==> src/include/fsl_cfg.svh <==
// fsl_cfg.svh: timing counts and pattern slot positions for the status indicator encoder.
// assumes the core clock runs at 20 MHz; included by bare name from every design file.
`ifndef FSL_CFG_SVH
`define FSL_CFG_SVH

// core clock rate in hertz
`define FSL_CLK_HZ 20000000
// length of one pattern slot in milliseconds
`define FSL_TICK_MS 200
// cycles in one slot, derived from the rate and the slot length
`define FSL_TICK_CYCLES ((`FSL_CLK_HZ / 1000) * `FSL_TICK_MS)
// prescaler width, wide enough for the default slot count
`define FSL_PRESCALE_W 22
// slot counter width: a pattern frame has eight slots
`define FSL_SLOT_W 3
// slots in which the single and double flash patterns are lit
`define FSL_SLOT_FLASH1 3'h0
`define FSL_SLOT_FLASH2 3'h2
// indicator event timing, in slots
`define FSL_SEQ_W 3
`define FSL_GOOD_DARK_TICKS 3'h2
`define FSL_NOREAD_DARK_TICKS 3'h2
`define FSL_NOREAD_RED_TICKS 3'h2

`endif

==> src/include/fsl_pkg.sv <==
// fsl_pkg: types shared by the status indicator encoder and its submodules.
// assumes nothing of its surroundings; holds types only.
package fsl_pkg;

   // fieldbus slave states in start-up order
   typedef enum logic [1:0] {FSL_ST_INIT, FSL_ST_PREOP, FSL_ST_SAFEOP, FSL_ST_OP} fsl_slave_state_t;

   // power indicator event sequencer states
   typedef enum logic [1:0] {FSL_SEQ_IDLE, FSL_SEQ_DARK, FSL_SEQ_RED} fsl_seq_state_t;

   // two-colour indicator drive; both lit shows orange
   typedef struct packed {
      logic green;
      logic red;
   } fsl_led_t;

   // device core condition
   typedef struct packed {
      logic init_done;
      logic service_mode;
      logic warning;
      logic error;
   } fsl_dev_status_t;

   // watchdog expiry levels
   typedef struct packed {
      logic pd_wdg;
      logic bus_wdg;
      logic sm_wdg;
   } fsl_wdg_t;

   // flash pattern levels from the pattern generator
   typedef struct packed {
      logic blink;
      logic single;
      logic dbl;
   } fsl_pattern_t;

   // state change request from the master
   typedef struct packed {
      logic valid;
      fsl_slave_state_t target;
   } fsl_al_req_t;

endpackage : fsl_pkg

==> src/design/fsl_pattern_gen.sv <==
// fsl_pattern_gen: prescaled slot tick and the steady, single and double flash levels.
// assumes one core clock; the slot length is a parameter so simulation can shorten it.
`timescale 1ns/10ps
`default_nettype none
`include "fsl_cfg.svh"

module fsl_pattern_gen
   import fsl_pkg::*;
#(
   parameter int unsigned TICK_CYCLES = `FSL_TICK_CYCLES
) (
   input wire logic i_core_clk,
   input wire logic i_arst_n,
   output logic o_tick,
   output fsl_pattern_t o_pattern
);

   logic [`FSL_PRESCALE_W-1:0] cnt_ff;
   logic [`FSL_SLOT_W-1:0] slot_ff;
   logic tick_ff;
   fsl_pattern_t pat_ff;
   logic wrap;

   assign wrap = (cnt_ff == `FSL_PRESCALE_W'(TICK_CYCLES - 1));

   // prescaler: one tick pulse per slot length
   always_ff @(posedge i_core_clk or negedge i_arst_n) begin
      if (!i_arst_n) begin
         cnt_ff <= '0;
         tick_ff <= 1'b0;
      end else begin
         cnt_ff <= wrap ? '0 : cnt_ff + 1'b1;
         tick_ff <= wrap;
      end
   end

   // slot counter walks an eight-slot frame
   always_ff @(posedge i_core_clk or negedge i_arst_n) begin
      if (!i_arst_n) begin
         slot_ff <= '0;
      end else if (tick_ff) begin
         slot_ff <= slot_ff + 1'b1;
      end
   end

   // patterns are registered so the indicators see glitch-free levels
   always_ff @(posedge i_core_clk or negedge i_arst_n) begin
      if (!i_arst_n) begin
         pat_ff <= '0;
      end else begin
         pat_ff.blink <= ~slot_ff[0];
         pat_ff.single <= (slot_ff == `FSL_SLOT_FLASH1);
         pat_ff.dbl <= (slot_ff == `FSL_SLOT_FLASH1) || (slot_ff == `FSL_SLOT_FLASH2);
      end
   end

   assign o_tick = tick_ff;
   assign o_pattern = pat_ff;
endmodule : fsl_pattern_gen
`default_nettype wire

==> src/design/fsl_read_seq.sv <==
// fsl_read_seq: power indicator sequence after a read: dark then green, or dark, red, green.
// assumes one-cycle read result pulses and the slot tick from the pattern generator.
`timescale 1ns/10ps
`default_nettype none
`include "fsl_cfg.svh"

module fsl_read_seq
   import fsl_pkg::*;
(
   input wire logic i_core_clk,
   input wire logic i_arst_n,
   input wire logic i_tick,
   input wire logic i_good_read,
   input wire logic i_no_read,
   output logic o_busy,
   output fsl_led_t o_color
);

   fsl_seq_state_t state_ff;
   fsl_seq_state_t nxt_state;
   logic [`FSL_SEQ_W-1:0] cnt_ff;
   logic [`FSL_SEQ_W-1:0] nxt_cnt;
   logic noread_ff;
   logic nxt_noread;
   fsl_led_t color_ff;
   logic last;

   assign last = i_tick && (cnt_ff == `FSL_SEQ_W'(1));

   // next state: a new result restarts the sequence; a miss wins over a hit in one cycle
   always_comb begin
      nxt_state = state_ff;
      nxt_cnt = cnt_ff;
      nxt_noread = noread_ff;
      if (i_no_read) begin
         nxt_state = FSL_SEQ_DARK;
         nxt_cnt = `FSL_NOREAD_DARK_TICKS;
         nxt_noread = 1'b1;
      end else if (i_good_read) begin
         nxt_state = FSL_SEQ_DARK;
         nxt_cnt = `FSL_GOOD_DARK_TICKS;
         nxt_noread = 1'b0;
      end else begin
         case (state_ff)
            FSL_SEQ_IDLE: begin
               nxt_cnt = '0;
            end
            FSL_SEQ_DARK: begin
               if (last && noread_ff) begin
                  nxt_state = FSL_SEQ_RED;
                  nxt_cnt = `FSL_NOREAD_RED_TICKS;
               end else if (last) begin
                  nxt_state = FSL_SEQ_IDLE;
               end else if (i_tick) begin
                  nxt_cnt = cnt_ff - 1'b1;
               end
            end
            FSL_SEQ_RED: begin
               if (last) begin
                  nxt_state = FSL_SEQ_IDLE;
               end else if (i_tick) begin
                  nxt_cnt = cnt_ff - 1'b1;
               end
            end
            default: begin
               nxt_state = FSL_SEQ_IDLE;
            end
         endcase
      end
   end

   // sequence state; the count of two slots keeps the shortest phase above one slot
   always_ff @(posedge i_core_clk or negedge i_arst_n) begin
      if (!i_arst_n) begin
         state_ff <= FSL_SEQ_IDLE;
         cnt_ff <= '0;
         noread_ff <= 1'b0;
      end else begin
         state_ff <= nxt_state;
         cnt_ff <= nxt_cnt;
         noread_ff <= nxt_noread;
      end
   end

   // colour registered from the next state so it lines up with the state
   always_ff @(posedge i_core_clk or negedge i_arst_n) begin
      if (!i_arst_n) begin
         color_ff.green <= 1'b1; // idle shows green, so a ready device is green from the first edge
         color_ff.red <= 1'b0;
      end else begin
         color_ff.green <= (nxt_state == FSL_SEQ_IDLE);
         color_ff.red <= (nxt_state == FSL_SEQ_RED);
      end
   end

   assign o_busy = (state_ff != FSL_SEQ_IDLE);
   assign o_color = color_ff;
endmodule : fsl_read_seq
`default_nettype wire

==> src/design/fsl_status_led.sv <==
// fsl_status_led: maps device condition and fieldbus slave state onto the power and network indicators.
// assumes all inputs come from logic on the core clock; the master's requests arrive as one-cycle pulses.
`timescale 1ns/10ps
`default_nettype none
`include "fsl_cfg.svh"

module fsl_status_led
   import fsl_pkg::*;
#(
   parameter int unsigned TICK_CYCLES = `FSL_TICK_CYCLES
) (
   input wire logic i_core_clk,
   input wire logic i_arst_n,
   input wire fsl_dev_status_t i_dev_status,
   input wire logic i_good_read,
   input wire logic i_no_read,
   input wire logic i_comm_active,
   input wire logic i_master_link,
   input wire fsl_al_req_t i_al_req,
   input wire logic i_cfg_invalid,
   input wire logic i_local_fault,
   input wire fsl_wdg_t i_wdg,
   output fsl_led_t o_power_status_indicator,
   output fsl_led_t o_network_status_indicator,
   output fsl_slave_state_t o_slave_state,
   output logic o_al_refused
);

   logic tick;
   fsl_pattern_t pat;
   logic seq_busy;
   fsl_led_t seq_color;
   fsl_slave_state_t state_ff;
   fsl_slave_state_t nxt_state;
   logic refused_ff;
   logic nxt_refused;
   logic req_legal;
   logic wdg_any;
   logic net_up;
   fsl_led_t pwr_ff;
   fsl_led_t nxt_pwr;
   fsl_led_t net_ff;
   fsl_led_t nxt_net;

   // slot tick and flash levels
   // one shared pattern source keeps both indicators flashing in step
   fsl_pattern_gen #(
      .TICK_CYCLES(TICK_CYCLES)
   ) u_pattern (
      .i_core_clk(i_core_clk),
      .i_arst_n(i_arst_n),
      .o_tick(tick),
      .o_pattern(pat)
   );

   // read result sequence for the power indicator
   fsl_read_seq u_read_seq (
      .i_core_clk(i_core_clk),
      .i_arst_n(i_arst_n),
      .i_tick(tick),
      .i_good_read(i_good_read),
      .i_no_read(i_no_read),
      .o_busy(seq_busy),
      .o_color(seq_color)
   );

   // a request is legal one step forward, a step back to any lower state, or a repeat;
   // an invalid configuration blocks the step up from pre-operational to safe-operational
   // taking back-steps lets the master recover from a fault without a device reset
   always_comb begin
      req_legal = 1'b0;
      if (i_al_req.target == state_ff) begin
         req_legal = 1'b1;
      end else if (i_al_req.target < state_ff) begin
         req_legal = 1'b1;
      end else if (i_al_req.target == fsl_slave_state_t'(state_ff + 2'h1)) begin
         req_legal = !(state_ff == FSL_ST_PREOP && i_cfg_invalid);
      end
   end

   // slave state: drops to INIT when communication stops, otherwise only on master command
   // a lost master link alone leaves the state as it is; only the indicator shows the bus error
   always_comb begin
      nxt_state = state_ff;
      nxt_refused = 1'b0;
      if (!i_comm_active) begin
         nxt_state = FSL_ST_INIT;
      end else if (i_al_req.valid && req_legal) begin
         nxt_state = i_al_req.target;
      end else if (i_al_req.valid) begin
         nxt_refused = 1'b1;
      end
   end

   // slave state register and refusal pulse
   // the refusal pulse lets the master see a refused step without polling the state
   always_ff @(posedge i_core_clk or negedge i_arst_n) begin
      if (!i_arst_n) begin
         state_ff <= FSL_ST_INIT;
         refused_ff <= 1'b0;
      end else begin
         state_ff <= nxt_state;
         refused_ff <= nxt_refused;
      end
   end

   // power indicator priority: error, warning, service, initialising, read sequence
   // read results under a higher priority still run the sequencer but stay hidden,
   // so the user sees the fault rather than a flicker from each read
   always_comb begin
      nxt_pwr = '0;
      if (i_dev_status.error) begin
         nxt_pwr.red = 1'b1;
      end else if (i_dev_status.warning) begin
         nxt_pwr.red = pat.blink;
      end else if (i_dev_status.service_mode) begin
         nxt_pwr.green = 1'b1;
         nxt_pwr.red = 1'b1;
      end else if (!i_dev_status.init_done) begin
         nxt_pwr.green = pat.blink;
      end else begin
         nxt_pwr = seq_color;
      end
   end

   // net_up is the case free of bus, watchdog and local faults, in which the slave state and the configuration pick the pattern
   assign wdg_any = i_wdg.pd_wdg || i_wdg.bus_wdg || i_wdg.sm_wdg;
   assign net_up = i_comm_active && i_master_link && !wdg_any && !i_local_fault;

   // network indicator priority: inactive, bus error, watchdog, local fault, configuration, state
   // the order follows how far a fault reaches: no bus first, then lost process data
   always_comb begin
      nxt_net = '0;
      if (!i_comm_active) begin
         nxt_net = '0;
      end else if (!i_master_link) begin
         nxt_net.red = 1'b1;
      end else if (wdg_any) begin
         nxt_net.red = pat.dbl;
      end else if (i_local_fault) begin
         nxt_net.red = pat.single;
      end else if (state_ff == FSL_ST_PREOP && i_cfg_invalid) begin
         nxt_net.red = pat.blink;
      end else begin
         case (state_ff)
            FSL_ST_INIT: begin
               nxt_net = '0;
            end
            FSL_ST_PREOP: begin
               nxt_net.green = pat.blink;
            end
            FSL_ST_SAFEOP: begin
               nxt_net.green = pat.single;
            end
            FSL_ST_OP: begin
               nxt_net.green = 1'b1;
            end
            default: begin
               nxt_net = '0;
            end
         endcase
      end
   end

   // indicator registers; reset holds both dark, as for an unpowered device
   // registering costs one cycle of latency but keeps comparator glitches off the pins
   always_ff @(posedge i_core_clk or negedge i_arst_n) begin
      if (!i_arst_n) begin
         pwr_ff <= '0;
         net_ff <= '0;
      end else begin
         pwr_ff <= nxt_pwr;
         net_ff <= nxt_net;
      end
   end

   // outputs come straight from flip-flops; nothing combinational reaches the pins
   assign o_power_status_indicator = pwr_ff;
   assign o_network_status_indicator = net_ff;
   assign o_slave_state = state_ff;
   assign o_al_refused = refused_ff;
endmodule : fsl_status_led
`default_nettype wire

==> config.mk <==
export PLATFORM = sky130hd
export DESIGN_NAME = fsl_status_led
export DESIGN_NICKNAME = d
export VERILOG_FILES = /design/src/include/fsl_pkg.sv /design/src/design/fsl_pattern_gen.sv /design/src/design/fsl_read_seq.sv /design/src/design/fsl_status_led.sv
export VERILOG_INCLUDE_DIRS = /design/src /design/src/include
export SDC_FILE = /design/constraint.sdc
export NUM_CORES = 1
export LEC_CHECK = 0
export BUFFER_PORTS_ARGS = -buffer_cell sky130_fd_sc_hd__buf_2
export CAP_MARGIN = 20
export CORE_ASPECT_RATIO = 1.25
export CORE_UTILIZATION = 58
export CTS_CLUSTER_SIZE = 12
export DETAILED_ROUTE_END_ITERATION = 12
export PLACE_DENSITY = 0.76
export RECOVER_POWER = 25
export SYNTH_ARGS = -nofsm -noshare
export SYNTH_HDL_FRONTEND = slang
export SYNTH_HIERARCHICAL = 1
export SYNTH_SLANG_ARGS = --single-unit
export TNS_END_PERCENT = 5
==> constraint.sdc <==
create_clock -name i_core_clk -period 2.5 [get_ports i_core_clk]
set_input_delay 0.125 -clock i_core_clk [delete_from_list [all_inputs] [get_ports i_core_clk]]
set_output_delay 0.125 -clock i_core_clk [all_outputs]
set_load 0.03 [all_outputs]
==> reports/results.ini, run 1 <==
[cts]
cts_made_buffers=5
clkSinkCount=44
cts_htree_levels=2
cts_buffer_depth=2
cts_setup_buffers=0
cts_root_buffer=clkbuf_8
cts_tree=yes
clk_latency_ps=290
path_clk_slew_ps=80

[critical_path]
worstSetupPathType=reg -> reg
r2r-start=u_pattern/cnt_ff[0]
critPathCaptureType=flop
reg2reg_to=u_pattern/cnt_ff[20]
crit_slowest_cell=or4_1
cp_cell_sequence=ha_1 -> nand3_1 -> or3_4 -> or4_1 -> a21oi_1
crit_fanout=5
worstSetupStartpointType=flop
r2r_cells=5
critPathMaxStageDelay_ps=470
reg2reg_slack_ps=570
crit_arrival_ps=2150
crit_required_ps=2720

[timing]
grt_setup_unrepaired=no
hold_ws_ps=13.5
finalHoldViolations=0
worst_slack_ps=568
setup_tns_ps=0
slew_violations=0
slew_headroom_pct=38.2
setup_viol=0
worstMarginPinSlew_ps=926
fmax_mhz=518
fin_crit_sh_pct=77.3
finalClockSkew_ps=3.81
min_period_ps=1930

[final_layout]
instances_no_fill=311
fin_area_um2=2620
antennaDiodeCount=0
layout_commonest_cell=dfrtp_1
syn2layout_area_growth_pct=13.1
final_nets=290
drive_gt1_share_pct=18.3
fin_util_pct=69.1
layout_common_cells=dfrtp_1, buf_2, ha_1

[run_status]
status=complete, no violations

[synthesis]
ys_ff_latch=44
synth-edff-count=0
yosys_warnings=6
synth_cell_types=50
synth_seq_area_share_pct=47.6
synth_nets=257
syn_avg_cell_area_um2=10.4
ys_async_sr_fraction_pct=100
postSynthCellCount=223
synth_area_um2=2310
dominantRegCellSynth=dfrtp_1

[placed_design]
gp_congestion=0.838
postPlaceCellArea_um2=2500
hpwlAfterDp_mm=2.92
place_ws_ps=586
port_buffers=24
dp.cells=300

[power_and_ir_drop]
vdd_drop_max_mv=0.348
p_leak_nw=1.19
p_per_area_nw_per_um2=501
power_mw=1.31

[route]
routedWlPerCell_um=12.9
routed_wl_mm=4.00
drtIter0Drc=32
first_pass_iters=4
vias_per_cell=5.48
dr_total_vias=1703
postRouteAntennaNets=0
drc_errors=0

[min_path]
hold_path_depth=2
whs_endpoint=o_network_status_indicator[0]
hp-start=i_master_link
hold_path_class=in -> reg

[floorplanning]
start_util_pct=61.1
rows=25
die_w_um=58.5
die_area_um2=4250
num_io_pins=25
core-area_um2=3780
die_y_um=72.6

[global_routing]
grt_pass1_vias=1606
grtUsageTotal_pct=21.7
grt.overflow.total=0
antenna_found_initial=0
grt_max_degree=45
grt_pass1_wl_mm=6.85

[job]
maxCapViolCount=0

==> worst max-delay path by stage <==
stage | to | startpoint | depth (start not counted)
detailed placement | u_pattern/cnt_ff[20] | u_pattern/cnt_ff[0] | 5
global route | u_pattern/cnt_ff[20] | u_pattern/cnt_ff[0] | 5
global placement | u_pattern/cnt_ff[20] | u_pattern/cnt_ff[0] | 5
finish | u_pattern/cnt_ff[20] | u_pattern/cnt_ff[0] | 5
floorplan | o_slave_state[0] | o_slave_state[0] | 6
CTS | u_pattern/cnt_ff[20] | u_pattern/cnt_ff[0] | 5
==> cell usage after synthesis (3+ instances only) <==
library cell | number | share of area, %
nor4b_1 | 4 | 1.5
inv_1 | 14 | 2.3
nand4_1 | 5 | 1.4
a211oi_1 | 3 | 0.97
nor2b_1 | 4 | 1.1
and3_1 | 4 | 1.1
xor2_1 | 6 | 2.3
nor2_1 | 12 | 1.9
nand2_1 | 15 | 2.4
nand3_1 | 14 | 3.0
o21ai_0 | 9 | 1.9
o211ai_2 | 3 | 1.6
xnor2_1 | 11 | 4.2
dfrtp_1 | 43 | 47
o21ai_1 | 3 | 0.65
ha_1 | 16 | 8.7
a21oi_1 | 9 | 1.9
nor3_1 | 7 | 1.5
==> sequential cells by signal, summed over array words and instances, names as in the netlist, 2 cells and up <==
register and cells:
u_pattern/o_pattern 3, u_read_seq/cnt_ff 3, o_network_status_indicator 2, u_read_seq/o_color 2
u_read_seq/state_ff 2, u_pattern/slot_ff 3, o_slave_state 2, u_pattern/cnt_ff 22
o_power_status_indicator 2
==> per-layer routing <==
layer	share of wire (%)	up-vias	GRT usage (%)	wire [um]
li1	-	861	-	-
met1	47	800	27.3	1880
met2	48	38	36.4	1900
met3	4.1	4	4.96	164
met4	1.3	0	7.94	54
met5	0	-	0	0
==> repair_timing <==
action | 4_1_cts | 5_1_grt
endpoints found under the hold margin | 1 | 17
hold buffers | 1 | 1
gates resized for setup | 0 | 0
==> worst max-delay path: cells and delay by family (launching register included) <==
kind                       cells  cell delay [ps]
and+or+nand+nor                3             1050
AOI/OAI and AO/OA              1              150
adders and majority gates      1              240
DFF                            1              420
==> report_power, final <==
group	leakage [nW]	switching, mW	internal (mW)	total (mW)
sequential	0.558	0.00856	0.721	0.729
combinational	0.581	0.0832	0.0542	0.137
clock	0.0510	0.224	0.220	0.444
==> cell type report <==
type / count / area (um^2)
Tap cell: 54 / 67.6
Inverter: 14 / 52.6
Clock inverter: 2 / 10.0
Timing Repair Buffer: 28 / 151
Fill cell: 290 / 1170
Clock buffer: 6 / 82.6
Sequential cell: 44 / 1100
Multi-Input combinational cell: 163 / 1150
==> kinds of logic after synthesis <==
group	share of synthesized area, %
AOI/OAI and AO/OA	12.2
adders and majority gates	8.65
and+or+nand+nor	22.4
buffers and inverters	2.65
DFF	47.6
xor gates and xnor gates	6.44
(Power assumes the default switching activity.)
==> inputs of run 2 (changes only) <==
==> constraint.sdc (replaced) <==
create_clock -name i_core_clk -period 1.85 [get_ports i_core_clk]
set_input_delay 0.0925 -clock i_core_clk [delete_from_list [all_inputs] [get_ports i_core_clk]]
set_output_delay 0.0925 -clock i_core_clk [all_outputs]
set_load 0.03 [all_outputs]
==> reports/results.ini, run 2 (synthesis gave the netlist of run 1 again) <==
[run_status]
status=complete, no violations

[route]
first_pass_iters=4  ; unchanged
postRouteAntennaNets=0  ; unchanged
routedWlPerCell_um=13.2  ; +2.4%
vias_per_cell=5.39  ; -1.5%
dr_total_vias=1742  ; +2.3%
routed_wl_mm=4.26  ; +6.3%
drtIter0Drc=49  ; +53%
drc_errors=0  ; unchanged

[critical_path]
crit_required_ps=2080  ; -640 ps
crit_fanout=5  ; unchanged
worstSetupStartpointType=flop
critPathCaptureType=flop
worstSetupPathType=reg -> reg
crit_arrival_ps=2050  ; -100 ps

[floorplanning]
die_area_um2=4250  ; unchanged
start_util_pct=61.1  ; unchanged
rows=25  ; unchanged
die_w_um=58.5  ; unchanged
num_io_pins=25  ; unchanged
die_y_um=72.6  ; unchanged
core-area_um2=3780  ; unchanged

[timing]
grt_setup_unrepaired=yes
finalClockSkew_ps=10.3  ; +6.49 ps
slew_headroom_pct=28.3  ; -9.9 points
worstMarginPinSlew_ps=1080  ; +149 ps
fmax_mhz=549  ; +6.1%
worst_slack_ps=29.0  ; -539 ps
min_period_ps=1820  ; -111 ps
finalHoldViolations=0  ; unchanged
setup_viol=0  ; unchanged
fin_crit_sh_pct=98.4  ; +21 points
slew_violations=0  ; unchanged

[cts]
cts_root_buffer=clkbuf_8
cts_tree=yes
cts_buffer_depth=2  ; unchanged
cts_htree_levels=2  ; unchanged
cts_made_buffers=5  ; unchanged
clk_latency_ps=300  ; about the same
path_clk_slew_ps=90  ; about the same
clkSinkCount=44  ; unchanged

[final_layout]
drive_gt1_share_pct=23.0  ; +4.8 points
fin_util_pct=73.0  ; +3.9 points
fin_area_um2=2760  ; +5.6%
regMostFlops=u_pattern/cnt_ff
layout_common_cells=dfrtp_1, buf_2, nand2_1, ha_1, inv_1
final_nets=302  ; +4.1%
layout_commonest_cell=dfrtp_1
antennaDiodeCount=0  ; unchanged
syn2layout_area_growth_pct=19.5
largest_register_ffs=22  ; unchanged

[power_and_ir_drop]
p_leak_nw=1.27  ; +6.4%
power_mw=1.94  ; +48%
p_per_area_nw_per_um2=704  ; +40%
vdd_drop_max_mv=0.543  ; +56%

[placed_design]
hpwlAfterDp_mm=2.98  ; +1.8%
gp_congestion=0.795  ; -5.2%
postPlaceCellArea_um2=2570  ; +2.9%
place_ws_ps=25.2  ; -561 ps
port_buffers=24  ; unchanged

[min_path]
hold_path_class=in -> reg

[global_routing]
grt_pass1_wl_mm=7.27  ; +6.0%
grtUsageTotal_pct=22.8  ; +1.2 points
antenna_found_initial=0  ; unchanged
grt_pass1_vias=1676  ; +4.4%
grt.overflow.total=0  ; unchanged
grt_max_degree=45  ; unchanged

[job]
maxCapViolCount=0  ; unchanged

-- run 2: layout make-up --
cell class / instances / area, um^2
Clock buffer: 6 / 82.6
Clock inverter: 2 / 38.8
Fill cell: 298 / 1020
Inverter: 14 / 52.6
Multi-Input combinational cell: 163 / 1170
Sequential cell: 44 / 1100
Tap cell: 54 / 67.6
Timing Repair Buffer: 40 / 250
-- run 2: worst paths after layout --
| kind | start | to | slack, ps | depth (start not counted) |
|---|---|---|---|---|
| min in group asynchronous | i_arst_n | o_power_status_indicator[0] | 630 | 3 |
| hold / removal | i_cfg_invalid | o_network_status_indicator[1] | 20 | 2 |
| setup / recovery | u_pattern/cnt_ff[0] | u_pattern/cnt_ff[20] | 30 | 5 |
| hold reg to reg | u_pattern/slot_ff[2] | u_pattern/o_pattern[0] | 490 | 1 |
| setup reg to reg | u_pattern/cnt_ff[0] | u_pattern/cnt_ff[20] | 30 | 5 |
| max in group asynchronous | i_arst_n | u_pattern/slot_ff[2] | 560 | 3 |
-- run 2: stage by stage --
| stage | std cells | setup TNS (ps) | hold WS, ps |
|---|---|---|---|
| after floorplan | 223 | 0 | -203 |
| after global placement | 308 | 0 | 87.1 |
| after detailed placement | 308 | 0 | 91.3 |
| after CTS | 321 | 0 | 4.58 |
| after global routing | 323 | -78.7 | 14.4 |
| final | 323 | 0 | 17.3 |
-- run 2: power by group --
group          total [mW]  switching [mW]  internal [mW]  leakage [nW]
combinational       0.201           0.120         0.0815         0.646
sequential          0.981         0.00733          0.974         0.558
clock               0.763           0.321          0.441        0.0614
total                1.94           0.448           1.50          1.27
-- run 2: timing repair --
action                                  CTS  global route
hold buffers                              5             0
endpoints found under the hold margin    46             0
setup buffers                             0             2
endpoints found under the setup margin    0             3
resized for setup                         0             5
-- run 2: routing by layer --
metal  global-route usage, %  wire [um]
met2                    39.2       2090
met1                    27.7       1960
met3                    5.32        139
met4                    8.99         61
met5                       0          0
-- run 2: critical path, stage by stage, from the launching register on --
cell,delay [ps]
dfrtp_1,410
ha_2,210
nand3_2,90
or3_4,420
or4_4,490
a21oi_2,140
==> inputs of run 3 (changes only) <==
--- a/config.mk
+++ b/config.mk
@@ -9,7 +9,9 @@
 export BUFFER_PORTS_ARGS = -buffer_cell sky130_fd_sc_hd__buf_2
 export CAP_MARGIN = 20
 export CORE_ASPECT_RATIO = 1.25
+export CORE_MARGIN = 2
 export CORE_UTILIZATION = 58
+export CTS_BUF_LIST = sky130_fd_sc_hd__clkbuf_16
 export CTS_CLUSTER_SIZE = 12
 export DETAILED_ROUTE_END_ITERATION = 12
 export PLACE_DENSITY = 0.76
==> reports/results.ini, run 3 (synthesis gave the netlist of run 1 again) <==
[run_status]
status=complete, no violations

[power_and_ir_drop]
power_mw=2.17  ; +12%
p_per_area_nw_per_um2=774  ; +9.9%
comb_power_share_pct=9.4  ; -0.9 points
switching_share_pct=22.0  ; -1.0 points
switchingPower_mw=0.478  ; +6.7%
p_int_mw=1.69  ; +13%
seq_power_share_pct=45.3  ; -5.1 points
p_leak_nw=1.28  ; +1.1%
vdd_drop_max_mv=0.552  ; +1.7%
p_clk_share_pct=45.3  ; +6.1 points

[critical_path]
critPathMaxStageDelay_ps=500  ; about the same
crit_required_ps=2070  ; about the same
crit_fanout=5  ; unchanged
critPathCaptureType=flop
cp_cell_sequence=ha_1 -> nand3_1 -> or3_4 -> or4_1 -> a21oi_2
crit_arrival_ps=2020  ; -30 ps
worstSetupPathType=reg -> reg
crit_slowest_cell=or4_1
worstSetupStartpointType=flop

[global_routing]
grt.overflow.total=0  ; unchanged
grt_max_degree=25  ; -44%
grt_pass1_vias=1788  ; +6.7%
grtUsageTotal_pct=22.9  ; +0.036 points
grt_pass1_wl_mm=7.70  ; +6.0%
antenna_found_initial=0  ; unchanged

[final_layout]
regArea_um2=1100  ; +0.11%
instances_no_fill=322  ; -0.31%
layout_commonest_cell=dfrtp_1
drive_gt1_share_pct=22.4  ; -0.66 points
fin_area_um2=2810  ; +1.5%
layout_common_cells=dfrtp_1, buf_2, ha_1
syn2layout_area_growth_pct=21.3
final_nets=301  ; -0.33%
regMostFlops=u_pattern/cnt_ff
antennaDiodeCount=0  ; unchanged
fin_util_pct=73.5  ; +0.48 points
n_fill_cell=304  ; +2.0%
multi_input_area_um2=1160  ; -0.64%
largest_register_ffs=22  ; unchanged

[cts]
clkSinkCount=44  ; unchanged
cts_tree=yes
cts_made_buffers=5  ; unchanged
cts_root_buffer=clkbuf_16
cts_htree_levels=2  ; unchanged
path_clk_slew_ps=60  ; -30 ps
cts_buffer_depth=2  ; unchanged
clk_latency_ps=280  ; -20 ps

[placed_design]
place_ws_ps=35.3  ; +10.1 ps
port_buffers=24  ; unchanged
gp_congestion=0.808  ; +1.7%
postPlaceCellArea_um2=2570  ; unchanged
dp.cells=308  ; unchanged
hpwlAfterDp_mm=3.34  ; +12%

[timing]
worstMarginPinSlew_ps=1220  ; +140 ps
min_period_ps=1800  ; -22.3 ps
fin_crit_sh_pct=97.2  ; -1.2 points
finalClockSkew_ps=6.36  ; -3.94 ps
finalHoldViolations=0  ; unchanged
worst_slack_ps=51.3  ; +22.3 ps
setup_tns_ps=0  ; unchanged
hold_ws_ps=12.5  ; -4.78 ps
grt_setup_unrepaired=yes
slew_headroom_pct=19.0  ; -9.3 points
setup_viol=0  ; unchanged
slew_violations=0  ; unchanged
fmax_mhz=556  ; +1.2%

[floorplanning]
start_util_pct=60.6  ; -0.50 points
num_io_pins=25  ; unchanged
die_area_um2=4510  ; +6.3%
die_y_um=74.6  ; +2.8%
core-area_um2=3820  ; +0.83%
rows=25  ; unchanged
die_w_um=60.5  ; +3.4%

[route]
vias_per_cell=5.63  ; +4.5%
first_pass_iters=4  ; unchanged
dr_total_vias=1814  ; +4.1%
drc_errors=0  ; unchanged
routedWlPerCell_um=14.3  ; +8.2%
drtIter0Drc=101  ; +110%
postRouteAntennaNets=0  ; unchanged
routed_wl_mm=4.59  ; +7.9%

[job]
maxCapViolCount=0  ; unchanged

[min_path]
hold_path_class=in -> reg

-- run 3: changes by cell type in the layout (fill, tap and decap cells not counted), sizes merged --
| cell | delta |
|---|---|
| buf | +1 |
| clkbuf | -1 |
| clkinv | +1 |
| dlygate4sd3 | -2 |
-- run 3: final timing paths --
check,to,from,depth (start not counted),slack (ps)
min reg2reg,u_pattern/o_pattern[1],u_pattern/slot_ff[2],1,470
min in group asynchronous,u_pattern/cnt_ff[14],i_arst_n,2,590
max,u_pattern/cnt_ff[20],u_pattern/cnt_ff[0],5,50
max in group asynchronous,u_read_seq/o_color[1],i_arst_n,3,470
min,u_read_seq/noread_ff,i_no_read,2,10
max reg2reg,u_pattern/cnt_ff[20],u_pattern/cnt_ff[0],5,50
-- run 3: timing repair --
item,CTS,global route
setup endpoints to repair,0,3
endpoints found under the hold margin,22,0
hold buffers,3,0
resized for setup,0,4
buffers inserted,0,3
-- run 3: power groups by stage --
stage	clock network (mW)	logic [mW]	registers, mW
4_1_cts	1.00	0.207	0.983
2_1_floorplan	0	0.0912	1.03
3_3_place_gp	0	0.196	1.00
3_5_place_dp	0	0.201	1.00
6_report	0.982	0.205	0.983
5_1_grt	1.04	0.228	0.985
-- run 3: routing by layer --
| layer | vias to the layer above | part of all wire, % | GRT usage (%) |
|---|---|---|---|
| li1 | 881 | - | - |
| met1 | 881 | 44 | 28.5 |
| met2 | 41 | 51 | 39.3 |
| met3 | 11 | 3.3 | 3.78 |
| met4 | 0 | 2.2 | 9.66 |
| met5 | - | 0 | 0 |
-- run 3: final cells by class --
| type | count | share of cell area [%] |
|---|---|---|
| clock buffers | 5 | 4.46 |
| inverters | 14 | 1.87 |
| well taps | 54 | 2.41 |
| clock inverters | 3 | 1.52 |
| flip-flops and latches | 44 | 39.3 |
| multi-input cells | 163 | 41.4 |
| repair buffers | 39 | 8.97 |
-- run 3: critical path, delay by kind of cell, from the launching register on --
kind                     cells  cell delay [ps]
AO/OA/AOI/OAI                1              140
adder cells (fa/ha/maj)      1              190
flip-flops                   1              390
AND/OR/NAND/NOR              3             1020
